==> src/logic/pewc_pkg.sv <==
`default_nettype none
package pewc_pkg;
    // Clock and time base
    localparam int CLK_PERIOD_NS = 10;
    localparam int MS_NS         = 1_000_000;
    localparam int CYCLES_PER_MS = (MS_NS + CLK_PERIOD_NS - 1) / CLK_PERIOD_NS;
    localparam int WAKE_UNIT_MS  = 16;
    localparam int SLEEP_UNIT_MS = 1000;
    localparam int CNT_W         = 18;
    typedef logic [CNT_W-1:0] pewc_cnt_t;

    // Register map
    localparam logic [7:0] ADDR_CTRL   = 8'hd4;
    localparam logic [7:0] ADDR_TIMING = 8'hd6;
    localparam logic [7:0] ADDR_GRR    = 8'h26;
    localparam logic [7:0] ADDR_PSTAT  = 8'hf0;

    // Control register fields
    localparam int BIT_DELAY_EN  = 14;
    localparam int BIT_RSV13     = 13;
    localparam int BIT_POL       = 12;
    localparam int EN_LSB        = 8;
    localparam int BIT_AUTO      = 7;
    localparam int BIT_TO_NORMAL = 6;
    localparam int EVT_LSB       = 2;
    localparam int MODE_LSB      = 0;

    // Timing register fields
    localparam int WAKE_LSB  = 8;
    localparam int SLEEP_LSB = 0;
    localparam logic [7:0] WAKE_RESET  = 8'h08;
    localparam logic [7:0] SLEEP_RESET = 8'h0c;

    // Wake event codes
    localparam logic [3:0] EVT_NONE   = 4'h0;
    localparam logic [3:0] EVT_ENERGY = 4'h1;
    localparam logic [3:0] EVT_LINK   = 4'h2;
    localparam logic [3:0] EVT_MAGIC  = 4'h4;
    localparam logic [3:0] EVT_FRAME  = 4'h8;

    typedef enum logic [1:0] {
        MODE_NORMAL    = 2'h0,
        MODE_ENERGY    = 2'h1,
        MODE_SOFT_DOWN = 2'h2,
        MODE_SAVING    = 2'h3
    } pewc_mode_t;

    typedef enum logic [4:0] {
        ST_NORMAL    = 5'h01,
        ST_ED_AWAKE  = 5'h02,
        ST_ED_LOW    = 5'h04,
        ST_SOFT_DOWN = 5'h08,
        ST_SAVING    = 5'h10
    } pewc_state_t;
endpackage : pewc_pkg
`default_nettype wire

==> src/logic/pewc_tick.sv <==
`timescale 1ns/100ps
`default_nettype none
module pewc_tick #(
    parameter int P_DIV = 100000
) (
    input  wire logic i_clock,
    input  wire logic i_srst,
    output logic      o_tick
);
    localparam int W = $clog2(P_DIV + 1);
    localparam logic [W-1:0] LAST = W'(P_DIV - 1);

    logic [W-1:0] count;

    always_ff @(posedge i_clock) begin
        if (i_srst) begin
            count  <= '0;
            o_tick <= 1'b0;
        end else begin
            o_tick <= (count == LAST);
            if (count == LAST) begin
                count <= '0;
            end else begin
                count <= count + W'(1);
            end
        end
    end
endmodule : pewc_tick
`default_nettype wire

==> src/logic/pewc_top.sv <==
// Contract
// - Energy wake recorded as code 0001, link-up wake as 0010; 0000 means none.
// - Magic packet wake recorded as code 0100, wake frame as 1000.
// - Energy wake also sets interrupt status bit 2; link-up wake sets bit 3.
// - Event bits 5-2 read-only, cleared by writing 1, cleared at power-up reset.
// - Clearing the event bits deasserts the event output pin.
// - Mode field bits 1-0: normal, energy detect, soft down, saving; resets to 00.
// - Energy detect mode has a low power and a normal power state.
// - Low power state wakes on line energy or host read of global reset register.
// - Soft power down wakes only on host read of global reset register.
// - Wake time bits 15-8 set minimum continuous energy period, 16 ms units.
// - Wake time resets to 0x08, 128 ms.
// - Sleep time bits 7-0 set minimum continuous no-energy period, 1 s units.
// - Sleep time resets to 0x0C, 12 seconds.
// - Polarity bit 1 makes the event output active high, 0 active low.
// - Enable bits 11..8 map to wake frame, magic packet, link up, energy.
// - Energy wake from low power happens only with auto wake-up bit 7 set.
//
// The address-and-strobe port was decided locally.
`timescale 1ns/100ps
`default_nettype none
module pewc_top #(
    parameter int P_CYCLES_PER_MS = pewc_pkg::CYCLES_PER_MS
) (
    input  wire logic        i_clock,
    input  wire logic        i_srst,
    input  wire logic        i_cfg_reset,
    input  wire logic [7:0]  i_addr,
    input  wire logic [15:0] i_wdata,
    input  wire logic        i_wr,
    input  wire logic        i_rd,
    output logic      [15:0] o_rdata,
    input  wire logic        i_energy_detect,
    input  wire logic        i_link_up_event,
    input  wire logic        i_magic_event,
    input  wire logic        i_frame_event,
    input  wire logic        i_clocks_ready,
    output logic             o_power_event_output,
    output logic             o_isr_energy_set,
    output logic             o_isr_link_set,
    output logic             o_low_power,
    output logic             o_power_saving
);
    typedef struct packed {
        logic                  energy_meta;
        logic                  energy_sync;
        logic                  energy_prev;
        logic [3:0]            wake_status;
        logic                  delay_en;
        logic                  rsv13;
        logic                  polarity;
        logic [3:0]            out_enable;
        logic                  auto_wake;
        logic                  to_normal;
        pewc_pkg::pewc_mode_t  mode;
        logic [7:0]            wake_time;
        logic [7:0]            sleep_time;
        pewc_pkg::pewc_state_t pstate;
        pewc_pkg::pewc_cnt_t   dur_count;
        logic [15:0]           rdata;
        logic                  power_event_output;
        logic                  isr_energy;
        logic                  isr_link;
        logic                  low_power;
        logic                  saving;
    } pewc_regs_t;

    localparam pewc_pkg::pewc_cnt_t CNT_MAX = '1;

    pewc_regs_t r;
    pewc_regs_t next_r;
    logic       tick_ms;

    pewc_tick #(
        .P_DIV (P_CYCLES_PER_MS)
    ) u_tick (
        .i_clock (i_clock),
        .i_srst  (i_srst),
        .o_tick  (tick_ms)
    );

    always_comb begin
        logic                  wr_ctrl;
        logic                  wr_timing;
        logic                  host_wake;
        logic [3:0]            evt_set;
        logic [3:0]            evt_clr;
        logic                  energy_wake;
        logic                  pme_active;
        logic                  pme_hold;
        pewc_pkg::pewc_cnt_t   wake_thr;
        pewc_pkg::pewc_cnt_t   sleep_thr;
        pewc_pkg::pewc_state_t want;

        next_r      = r;
        wr_ctrl     = i_wr && (i_addr == pewc_pkg::ADDR_CTRL);
        wr_timing   = i_wr && (i_addr == pewc_pkg::ADDR_TIMING);
        host_wake   = i_rd && (i_addr == pewc_pkg::ADDR_GRR);
        evt_set     = pewc_pkg::EVT_NONE;
        evt_clr     = pewc_pkg::EVT_NONE;
        energy_wake = 1'b0;
        want        = r.pstate;
        // Product fits: 255 * 1000 stays below the counter ceiling
        wake_thr  = pewc_pkg::pewc_cnt_t'(r.wake_time)
                  * pewc_pkg::pewc_cnt_t'(pewc_pkg::WAKE_UNIT_MS);
        sleep_thr = pewc_pkg::pewc_cnt_t'(r.sleep_time)
                  * pewc_pkg::pewc_cnt_t'(pewc_pkg::SLEEP_UNIT_MS);

        // Pin synchroniser
        next_r.energy_meta = i_energy_detect;
        next_r.energy_sync = r.energy_meta;
        next_r.energy_prev = r.energy_sync;

        // Register writes
        if (wr_ctrl) begin
            next_r.delay_en   = i_wdata[pewc_pkg::BIT_DELAY_EN];
            next_r.rsv13      = i_wdata[pewc_pkg::BIT_RSV13];
            next_r.polarity   = i_wdata[pewc_pkg::BIT_POL];
            next_r.out_enable = i_wdata[pewc_pkg::EN_LSB +: 4];
            next_r.auto_wake  = i_wdata[pewc_pkg::BIT_AUTO];
            next_r.to_normal  = i_wdata[pewc_pkg::BIT_TO_NORMAL];
            next_r.mode       = pewc_pkg::pewc_mode_t'(i_wdata[pewc_pkg::MODE_LSB +: 2]);
            evt_clr           = i_wdata[pewc_pkg::EVT_LSB +: 4];
        end
        // Zero is never written here, so a zero threshold is not guarded
        if (wr_timing) begin
            next_r.wake_time  = i_wdata[pewc_pkg::WAKE_LSB +: 8];
            next_r.sleep_time = i_wdata[pewc_pkg::SLEEP_LSB +: 8];
        end

        // Duration counter, restarted on any break in the sensed level
        if ((r.energy_sync != r.energy_prev)
            || !((r.pstate == pewc_pkg::ST_ED_AWAKE) || (r.pstate == pewc_pkg::ST_ED_LOW))) begin
            next_r.dur_count = '0;
        end else if (tick_ms && (r.dur_count != CNT_MAX)) begin
            next_r.dur_count = r.dur_count + pewc_pkg::pewc_cnt_t'(1);
        end

        // Power state
        case (r.pstate)
            pewc_pkg::ST_ED_LOW: begin
                if (host_wake) begin
                    want = pewc_pkg::ST_NORMAL;
                    next_r.mode = pewc_pkg::MODE_NORMAL;
                end else if (r.auto_wake && r.energy_sync
                             && (r.dur_count >= wake_thr)) begin
                    energy_wake = 1'b1;
                    want = pewc_pkg::ST_ED_AWAKE;
                    if (r.to_normal) begin
                        want = pewc_pkg::ST_NORMAL;
                        next_r.mode = pewc_pkg::MODE_NORMAL;
                    end
                end
            end
            pewc_pkg::ST_ED_AWAKE: begin
                if (!r.energy_sync && (r.dur_count >= sleep_thr)) begin
                    want = pewc_pkg::ST_ED_LOW;
                end
            end
            pewc_pkg::ST_SOFT_DOWN: begin
                // Line energy is ignored here; only the host brings it back
                if (host_wake) begin
                    want = pewc_pkg::ST_NORMAL;
                    next_r.mode = pewc_pkg::MODE_NORMAL;
                end
            end
            pewc_pkg::ST_NORMAL,
            pewc_pkg::ST_SAVING: begin
                want = r.pstate;
            end
            default: begin
                want = pewc_pkg::ST_NORMAL;
            end
        endcase

        // State follows the mode field whenever they disagree
        case (next_r.mode)
            pewc_pkg::MODE_ENERGY: begin
                if ((want != pewc_pkg::ST_ED_AWAKE) && (want != pewc_pkg::ST_ED_LOW)) begin
                    want = pewc_pkg::ST_ED_AWAKE;
                end
            end
            pewc_pkg::MODE_SOFT_DOWN: begin
                want = pewc_pkg::ST_SOFT_DOWN;
            end
            pewc_pkg::MODE_SAVING: begin
                want = pewc_pkg::ST_SAVING;
            end
            default: begin
                want = pewc_pkg::ST_NORMAL;
            end
        endcase
        next_r.pstate = want;
        if (want != r.pstate) begin
            next_r.dur_count = '0;
        end

        // Wake event capture
        if (energy_wake) begin
            evt_set = evt_set | pewc_pkg::EVT_ENERGY;
        end
        if (i_link_up_event) begin
            evt_set = evt_set | pewc_pkg::EVT_LINK;
        end
        if (i_magic_event) begin
            evt_set = evt_set | pewc_pkg::EVT_MAGIC;
        end
        if (i_frame_event) begin
            evt_set = evt_set | pewc_pkg::EVT_FRAME;
        end
        // A new event beats a clear in the same cycle
        next_r.wake_status = (r.wake_status & ~evt_clr) | evt_set;
        next_r.isr_energy  = energy_wake;
        next_r.isr_link    = i_link_up_event;

        // Event output: enable bit order equals the event code bit order
        pme_active = |(next_r.wake_status & next_r.out_enable);
        pme_hold   = next_r.delay_en && next_r.auto_wake && !i_clocks_ready;
        next_r.power_event_output = (pme_active && !pme_hold) ? next_r.polarity : !next_r.polarity;

        next_r.low_power = (want == pewc_pkg::ST_ED_LOW) || (want == pewc_pkg::ST_SOFT_DOWN);
        next_r.saving    = (want == pewc_pkg::ST_SAVING);

        // Read data, valid the cycle after the strobe only
        next_r.rdata = 16'h0000;
        if (i_rd) begin
            case (i_addr)
                pewc_pkg::ADDR_CTRL: begin
                    next_r.rdata[pewc_pkg::BIT_DELAY_EN]  = r.delay_en;
                    next_r.rdata[pewc_pkg::BIT_RSV13]     = r.rsv13;
                    next_r.rdata[pewc_pkg::BIT_POL]       = r.polarity;
                    next_r.rdata[pewc_pkg::EN_LSB +: 4]   = r.out_enable;
                    next_r.rdata[pewc_pkg::BIT_AUTO]      = r.auto_wake;
                    next_r.rdata[pewc_pkg::BIT_TO_NORMAL] = r.to_normal;
                    next_r.rdata[pewc_pkg::EVT_LSB +: 4]  = r.wake_status;
                    next_r.rdata[pewc_pkg::MODE_LSB +: 2] = r.mode;
                end
                pewc_pkg::ADDR_TIMING: begin
                    next_r.rdata[pewc_pkg::WAKE_LSB +: 8]  = r.wake_time;
                    next_r.rdata[pewc_pkg::SLEEP_LSB +: 8] = r.sleep_time;
                end
                pewc_pkg::ADDR_PSTAT: begin
                    next_r.rdata[4:0] = r.pstate;
                    next_r.rdata[5]   = r.energy_sync;
                end
                default: begin
                    next_r.rdata = 16'h0000;
                end
            endcase
        end

        // Hardware or software reset: configuration only, events are kept
        if (i_cfg_reset) begin
            next_r.delay_en   = 1'b0;
            next_r.rsv13      = 1'b0;
            next_r.polarity   = 1'b0;
            next_r.out_enable = 4'h0;
            next_r.auto_wake  = 1'b0;
            next_r.to_normal  = 1'b0;
            next_r.mode       = pewc_pkg::MODE_NORMAL;
            next_r.wake_time  = pewc_pkg::WAKE_RESET;
            next_r.sleep_time = pewc_pkg::SLEEP_RESET;
            next_r.pstate     = pewc_pkg::ST_NORMAL;
            next_r.dur_count  = '0;
            next_r.low_power  = 1'b0;
            next_r.saving     = 1'b0;
            next_r.power_event_output        = (|(next_r.wake_status & 4'h0)) ? 1'b0 : 1'b1;
        end
    end

    always_ff @(posedge i_clock) begin
        if (i_srst) begin
            r.energy_meta <= 1'b0;
            r.energy_sync <= 1'b0;
            r.energy_prev <= 1'b0;
            r.wake_status <= pewc_pkg::EVT_NONE;
            r.delay_en    <= 1'b0;
            r.rsv13       <= 1'b0;
            r.polarity    <= 1'b0;
            r.out_enable  <= 4'h0;
            r.auto_wake   <= 1'b0;
            r.to_normal   <= 1'b0;
            r.mode        <= pewc_pkg::MODE_NORMAL;
            r.wake_time   <= pewc_pkg::WAKE_RESET;
            r.sleep_time  <= pewc_pkg::SLEEP_RESET;
            r.pstate      <= pewc_pkg::ST_NORMAL;
            r.dur_count   <= '0;
            r.rdata       <= 16'h0000;
            r.power_event_output         <= 1'b1;
            r.isr_energy  <= 1'b0;
            r.isr_link    <= 1'b0;
            r.low_power   <= 1'b0;
            r.saving      <= 1'b0;
        end else begin
            r <= next_r;
        end
    end

    assign o_rdata              = r.rdata;
    assign o_power_event_output = r.power_event_output;
    assign o_isr_energy_set     = r.isr_energy;
    assign o_isr_link_set       = r.isr_link;
    assign o_low_power          = r.low_power;
    assign o_power_saving       = r.saving;
endmodule : pewc_top
`default_nettype wire

==> config.mk <==
export PLATFORM = sky130hd
export DESIGN_NAME = pewc_top
export DESIGN_NICKNAME = d
export VERILOG_FILES = /design/src/logic/pewc_pkg.sv /design/src/logic/pewc_tick.sv /design/src/logic/pewc_top.sv
export SDC_FILE = /design/constraint.sdc
export NUM_CORES = 1
export LEC_CHECK = 0
export BUFFER_PORTS_ARGS = -buffer_cell sky130_fd_sc_hd__buf_2
export CORE_MARGIN = 2
export CORE_UTILIZATION = 30
export DETAILED_ROUTE_END_ITERATION = 10
export PLACE_DENSITY = 0.43
export SYNTH_ARGS = -nofsm -noshare
export SYNTH_HDL_FRONTEND = slang
export SYNTH_SLANG_ARGS = --single-unit
==> constraint.sdc <==
create_clock -name i_clock -period 6.5 [get_ports i_clock]
set_input_delay 0.325 -clock i_clock [delete_from_list [all_inputs] [get_ports i_clock]]
set_output_delay 0.325 -clock i_clock [all_outputs]
set_load 0.01 [all_outputs]
==> summary.txt, run 1 <==
STA
  – Slew @ Worst Pin: 0.885 ns
  – Tmin final: 6.05 ns
  – Worst Clk Skew: roughly 0.012 ns
  – Setup TNS: 0 ns
  – Final hold violation count: 0
  – # setup viols final: 0
  – Period utilisation layout: 93.1%
  – Slew HR: 40.5%
  – Achievable Freq: 165 MHz
  – Hold Worst Slack: about 0.18 ns
  – RSZ-0062 raised after global routing: false
  – Slew Limit Fails: 0

Global routing
  – Vias in the first global route: 4773
  – Initial antenna violation count: 0
  – GRT Util Overall: 14.6%
  – Largest net degree at the start of global routing: 33
  – Overflow after GRT: 0
  – First-pass GRT wire length: 24.8 mm

Layout
  – Layout area overhead: 12.7%
  – Fillers: 2068
  – Ant diodes: 0
  – Share of cells above drive strength 1: a little over an eighth
  – Register Area: 1920 um2
  – Fin cells: approximately 970
  – Final instance area: 6770 um2
  – Nets: 824
  – Multi-input gate area in the final layout: 3700 um2

Critical path
  – R2r startpoint: r[45]
  – Crit path kind: register to register
  – Slowest CP cell: dfxtp_1
  – CP Launch Type: register
  – WP data required: between 6 and 7 ns
  – Worst path buffer plus inverter count: 2
  – Worst R2R Setup Slack: 0.45 ns
  – Critical path fanouts, max: 18
  – Crit-path leading delay family: adder cells
  – Worst path max stage delay: approximately 0.54 ns
  – Setup crit start: r[45]
  – FF-to-FF path depth: 21
  – WP depth: 21
  – Critical path arrival: about 6.3 ns
  – Cells along the critical path: fa_1 > xor2_1 > ha_1 > fa_1 > inv_1 > fa_1 > inv_1 > ha_1 > o21ai_0 > a21boi_0 > o21ai_0 > a21boi_0 > o311a_1 > a211oi_1 > ha_1 > a211oi_1 > nor2b_1 > a41oi_2 > o31ai_2 > a2bb2oi_4 > nor3_1
  – CP endpoint: r[27]
  – Crit. End Element: register
  – RR Endpoint: r[27]

Power and ir drop
  – Int Pwr: 941 uW
  – Max VDD drop: 0.139 mV
  – Switch Pwr: 256 uW
  – Lkg Pwr: ~2.8 nW
  – Switching share of power: 21.4%
  – Clock share of power: 47.2%
  – Logic gate share of total power: ~3.1%
  – Pwr Density: 177 nW/um2
  – Flop pwr share: 49.7%

Clock tree
  – CTS buffer count: 9
  – Clock root cell: clkbuf_16
  – H-tree depth: 3
  – Cts repair resizes: 0
  – TritonCTS clock tree: yes
  – Worst skew pair latency: 0.35 ns
  – # hold bufs at CTS: 0
  – Setup Fix Bufs, Post-CTS: 0
  – CTS Sinks: 96
  – CTS clk-pin slew, worst paths: around 0.060 ns
  – Clock tree buffer depth: 2

Route
  – Routed vias/inst: between 4 and 5
  – Routed vias: 4699
  – DRC: 0
  – DRT Wirelength: 15.0 mm
  – 1st-iter DRT viols: 225
  – Final ANT Viol Nets: 0
  – Wirelength per Cell: between 15 and 20 um
  – First-pass DRT Iterations: 6

Floorplanning
  – Die area: roughly 21000 um2
  – Core region area: 19600 um2
  – Site row count: 51
  – Die X: 146 um
  – Die height: 146 um
  – Initial core utilization: 30.7%
  – IO Pins: 55

Synth
  – Synth area leaders: dfxtp_1 32%, ha_1 13%, fa_1 7.0%, xor2_1 3.9%, nand3_1 3.7%
  – Main flop type after synthesis: dfxtp_1
  – Post-Synthesis Cells: 672
  – Syn avg cell area: 8.94 um2
  – FFs w/ async S/R, synth: 0%
  – Post-synth EDFFs: 0
  – Net Count, Synth: about 800
  – Mapped cell area: about 6000 um2
  – Register area share after synthesis: a little under a third
  – Top-area cell type share of the netlist area: 32.0%
  – Yosys reg bits: 96
  – Distinct cells, synth: 60
  – Yosys top cell by area: dfxtp_1
  – Synth Warn #: 0

Outcome
  – Status: completed

Placed design
  – Final GP Congestion: 0.838
  – Detail Placement HPWL: 11.7 mm
  – Placed Cells: 959
  – I/O Buffers: 54
  – Placement Cell Area: approximately 6400 um2

Job
  – Max-capacitance violation count: 0

Worst hold path
  – Worst min path class: input pin to register
## area by class of cell
class	instances	share of cell area, %
Tap cell	265	4.90
Clock inverter	5	1.22
Timing Repair Buffer	59	4.55
Clock buffer	9	3.33
Sequential cell	96	28.4
Multi-Input combinational cell	486	54.7
Inverter	53	2.94
## layer usage
layer	global-route usage, %	vias up	routed length [um]
li1	-	2390	-
met1	19.9	2229	7420
met2	23.8	72	7020
met3	2.51	8	448
met4	4.26	0	153
met5	0	-	0
## power groups by stage
stage               Combinational [mW]  Sequential (mW)  Clock (mW)
global placement                0.0376            0.608           0
detailed placement              0.0381            0.608           0
finish                          0.0376            0.595       0.565
floorplan                       0.0187            0.608           0
CTS                             0.0383            0.595       0.586
global route                    0.0421            0.595       0.603
## cell usage after synthesis, drive strengths merged (2+ instances only)
| cell type | number |
|---|---|
| mux2i | 9 |
| and4 | 4 |
| a222oi | 6 |
| xor2 | 27 |
| a21oi | 31 |
| nand2 | 45 |
| a21o | 4 |
| buf | 21 |
| and3 | 10 |
| nor2b | 15 |
| inv | 53 |
| o21ai | 11 |
| xnor2 | 16 |
| nor4 | 5 |
| nor2 | 58 |
| or2 | 4 |
| nand4 | 9 |
| nand3 | 44 |
| nand2b | 3 |
| or3 | 7 |
| nor3b | 5 |
| clkbuf | 16 |
| a31oi | 2 |
| nor4b | 5 |
| o31ai | 5 |
| o31a | 2 |
| a211oi | 2 |
| a41oi | 2 |
| fa | 21 |
| or4b | 2 |
| dfxtp | 96 |
| and2 | 6 |
| ha | 64 |
| nor3 | 34 |
| a22oi | 9 |
| a21boi | 5 |
## cell usage in the layout (no fill, tap or decap), types with 5 or more instances in the layout
master     netlist  routed
dfxtp_1         96      95
ha_1            64      64
nor2_1          58      58
buf_2            2      54
inv_1           53      53
nand2_1         44      44
nand3_1         44      44
a21oi_1         31      31
nor3_1          29      29
xor2_1          27      27
fa_1            21      21
xnor2_1         16      16
nor2b_1         15      15
o21ai_0         11      11
and3_1          10      10
nand4_1          9       9
a22oi_1          9       9
clkbuf_16        0       9
mux2i_1          7       7
or3_1            7       7
and2_1           6       6
a222oi_1         6       6
a21boi_0         5       5
nor4_1           5       5
nor3_2           5       5
nor4b_1          5       5
buf_4           16       5
## state kept, by name (all words and copies together), names as in the netlist
signal	cells
o_isr_energy_set	1
u_tick.count	17
o_low_power	1
o_rdata	16
o_power_saving	1
r	55
o_isr_link_set	1
o_power_event_output	1
u_tick.o_tick	1
next_r	2
## worst min path at each step
stage	slack [ns]	endpoint	cells past startpoint	from
final	0.18	next_r[76]	2	i_energy_detect
after global routing	0.18	next_r[76]	2	i_energy_detect
after CTS	0.17	next_r[76]	2	i_energy_detect
after detailed placement	0.42	next_r[75]	1	next_r[76]
after global placement	0.42	next_r[75]	1	next_r[76]
after floorplan	0.40	u_tick.o_tick	1	i_srst
## stage by stage
step	power, mW	utilization, %	worst slack [ns]
6_report	1.20	34.6	0.447
5_1_grt	1.24	34.6	0.0608
2_1_floorplan	0.626	-	0.975
4_1_cts	1.22	34.4	0.0440
3_3_place_gp	0.646	32.9	0.253
3_5_place_dp	0.647	32.9	0.0536
## cells by family (layout without fill, tap and decap cells)
family	count (synthesis)	count (layout)	share of synthesized area [%]
AOI/OAI and AO/OA	89	89	10.3
buffers and inverters	90	126	6.91
muxes	9	9	1.77
DFF	96	96	32.0
and+or+nand+nor	260	260	22.4
xor gates and xnor gates	43	43	6.27
adders and majority gates	85	85	20.3
## worst register-to-register path: cells and delay by family, from the launching register on
family	cells	cell delay (ns)
buffers and inverters	2	0.10
XOR/XNOR	1	0.17
AO/OA/AOI/OAI	10	2.18
flip-flops	1	0.54
AND/OR/NAND/NOR	2	0.48
adder cells (fa/ha/maj)	6	2.48
Note: power is estimated with default switching activity, not from simulation.
==> run 2: changes to the inputs <==
--- a/config.mk
+++ b/config.mk
@@ -9,7 +9,8 @@
 export CORE_MARGIN = 2
 export CORE_UTILIZATION = 30
 export DETAILED_ROUTE_END_ITERATION = 10
-export PLACE_DENSITY = 0.43
+export HOLD_SLACK_MARGIN = 0.08
+export PLACE_DENSITY = 0.45
 export SYNTH_ARGS = -nofsm -noshare
 export SYNTH_HDL_FRONTEND = slang
 export SYNTH_SLANG_ARGS = --single-unit
==> constraint.sdc (replaced) <==
create_clock -name i_clock -period 5.14 [get_ports i_clock]
set_input_delay 0.257 -clock i_clock [delete_from_list [all_inputs] [get_ports i_clock]]
set_output_delay 0.257 -clock i_clock [all_outputs]
set_load 0.01 [all_outputs]
==> summary.txt, run 2 (synthesized netlist as in run 1, its figures left out) <==
STA
  – Setup TNS: -7.42 ns (-7.42 ns)
  – Worst Clk Skew: 0.00802 ns (-0.00401 ns)
  – Slew Limit Fails: 0 (unchanged)
  – Hold Worst Slack: 0.124 ns (-0.0597 ns)
  – Final hold violation count: 0 (unchanged)
  – RSZ-0062 raised after global routing: true
  – Period utilisation layout: 108% (+15 points)
  – # setup viols final: 21 (+21)
  – Final WS setup: -0.395 ns (-0.842 ns)
  – Achievable Freq: 181 MHz (+9.4%)
  – Slew @ Worst Pin: 0.884 ns (-0.00151 ns)
  – Slew HR: 39.5% (-0.97 points)
  – Tmin final: 5.54 ns (-0.518 ns)

Power and ir drop
  – Clock share of power: 46.1% (-1.1 points)
  – Flop pwr share: 50.5% (+0.8 points)
  – Lkg Pwr: 3.09 nW (+9.5%)
  – Max VDD drop: 0.116 mV (-17%)
  – Int Pwr: 1.16 mW (+23%)
  – Pwr Density: 204 nW/um2 (+15%)
  – Switching share of power: 22.1% (+0.73 points)
  – Logic gate share of total power: 3.3% (+0.2 points)
  – Switch Pwr: 329 uW (+28%)

Route
  – DRC: 0 (unchanged)
  – Routed vias/inst: 4.75 (-1.5%)
  – Wirelength per Cell: 15.1 um (-2.1%)
  – Metal2 WL: 7.23 mm (+3.0%)
  – M1 wire length: 7.53 mm (+1.5%)
  – First-pass DRT Iterations: 5 (-1)
  – Met3 wire len: 467 um (+4.2%)
  – Routed vias: 4831 (+2.8%)
  – DRT Wirelength: 15.4 mm (+2.3%)
  – Final ANT Viol Nets: 0 (unchanged)
  – Highest routed layer: met4
  – 1st-iter DRT viols: 253 (+12%)

Clock tree
  – TritonCTS clock tree: yes
  – Clock root cell: clkbuf_16
  – H-tree depth: 3 (unchanged)
  – Clock tree buffer depth: 2 (unchanged)
  – Worst skew pair latency: 0.34 ns (about the same)
  – CTS buffer count: 9 (unchanged)
  – CTS Sinks: 96 (unchanged)
  – CTS clk-pin slew, worst paths: 0.07 ns (about the same)

Job
  – Max-capacitance violation count: 0 (unchanged)

Floorplanning
  – Core region area: 19600 um2 (unchanged)
  – Die height: 146 um (unchanged)
  – Die X: 146 um (unchanged)
  – Die area: 21200 um2 (unchanged)
  – IO Pins: 55 (unchanged)
  – Site row count: 51 (unchanged)
  – Initial core utilization: 30.7% (unchanged)

Critical path
  – Slowest CP cell: fa_1
  – Crit path kind: register to register
  – CP Launch Type: register
  – CP dominant cell by count: fa_1
  – Critical path fanouts, max: 9 (-9)
  – Critical path arrival: 5.77 ns (-0.55 ns)
  – WP data required: 5.37 ns (-1.40 ns)
  – Worst path max stage delay: 0.58 ns (+0.04 ns)
  – Cells along the critical path: fa_1 > xor2_1 > ha_1 > fa_1 > inv_1 > fa_1 > inv_2 > ha_4 > nor2b_4 > nor4_4 > nor2_1 > a21oi_1 > xor2_1 > ha_1 > nand4_1 > or4_4 > a41oi_4 > nor2_2 > o31ai_4 > buf_6 > buf_12 > nor3_1
  – Crit. End Element: register

Placed design
  – I/O Buffers: 54 (unchanged)
  – Final GP Congestion: 0.804 (-4.0%)
  – Placement Cell Area: 6820 um2 (+6.0%)
  – Placed Cells: 996 (+3.9%)
  – Detail Placement HPWL: 11.9 mm (+2.1%)

Layout
  – Max FFs per register: 55 (unchanged)
  – Final instance area: 7300 um2 (+7.9%)
  – Layout area overhead: 21.5%
  – Layout Utilization: 37.3% (+2.7 points)
  – Ant diodes: 0 (unchanged)
  – Fillers: 2030 (-1.8%)
  – Largest Register: r
  – Commonest cells after routing, fill and taps aside: 89 x dfxtp_1, 60 x ha_1, 57 x nor2_1
  – Commonest non-fill, non-tap cell in the layout: dfxtp_1
  – Share of cells above drive strength 1: 22.6% (+9.5 points)
  – Nets: 865 (+5.0%)
  – Fin cells: 1016 (+4.4%)

Global routing
  – Overflow after GRT: 0 (unchanged)
  – Initial antenna violation count: 0 (unchanged)
  – Vias in the first global route: 4952 (+3.8%)
  – Largest net degree at the start of global routing: 33 (unchanged)
  – GRT Util Overall: 14.8% (+0.16 points)
  – First-pass GRT wire length: 25.4 mm (+2.2%)

Outcome
  – Failing checks: setup timing
  – Status: finished with violations

Worst hold path
  – Worst min path class: input pin to register
-- run 2: cell types whose count changed in the layout (fill, tap and decap cells not counted), moves of 4 or more --
cell / previous run / this run
buf_4: 5 / 42
dfxtp_1: 95 / 89
dfxtp_2: 1 / 5
ha_1: 64 / 60
inv_1: 53 / 49
inv_2: 0 / 4
nor3_1: 29 / 24
nor3_2: 5 / 10
-- run 2: timing repair --
action / 4_1_cts / 5_1_grt
gates resized for setup: 15 / 11
gates cloned: 1 / 0
pin swaps: 9 / 4
endpoints found under the setup margin: 21 / 21
hold buffers: 0 / 0
setup buffers: 2 / 1
-- run 2: cell type report --
class / instances / area [um2] / share of cell area, %
multi-input combinational: 486 / 3870 / 53.0
sequential: 96 / 1940 / 26.5
clock buffer: 11 / 243 / 3.32
tap: 265 / 332 / 4.54
inverter: 53 / 199 / 2.72
timing repair buffer: 100 / 664 / 9.10
clock inverter: 5 / 56.3 / 0.771
-- run 2: power by group through the flow --
stage / Combinational [mW] / Clock [mW] / Sequential (mW)
final: 0.0497 / 0.686 / 0.751
after global routing: 0.0544 / 0.735 / 0.751
after CTS: 0.0497 / 0.706 / 0.751
after floorplan: 0.0239 / 0 / 0.767
after detailed placement: 0.0491 / 0 / 0.769
after global placement: 0.0487 / 0 / 0.768
-- run 2: path summary, 6_finish.rpt --
check	start	to	slack, ns	depth (start not counted)
setup / recovery	r[46]	r[35]	-0.40	22
hold / removal	i_energy_detect	next_r[76]	0.12	2
hold reg to reg	next_r[76]	next_r[75]	0.44	1
setup reg to reg	r[46]	r[35]	-0.40	22
-- run 2: layer usage --
layer	vias up	GRT usage (%)
met5	-	0
met4	0	3.68
met3	10	2.29
met2	66	24.0
met1	2289	20.6
li1	2466	-
-- run 2: worst max-delay path, delay by kind of cell, from the launching register on --
family | cells | cell delay [ns]
simple gates | 7 | 1.28
compound gates | 3 | 0.78
xor+xnor | 2 | 0.29
fa+ha+maj | 6 | 2.32
flops | 1 | 0.37
buf+inv | 4 | 0.38
-- run 2: stage by stage --
stage / power (mW) / worst slack, ns
2_1_floorplan: 0.791 / -0.127
3_3_place_gp: 0.817 / -0.281
3_5_place_dp: 0.818 / -0.451
4_1_cts: 1.51 / -0.353
5_1_grt: 1.54 / -0.599
6_report: 1.49 / -0.395
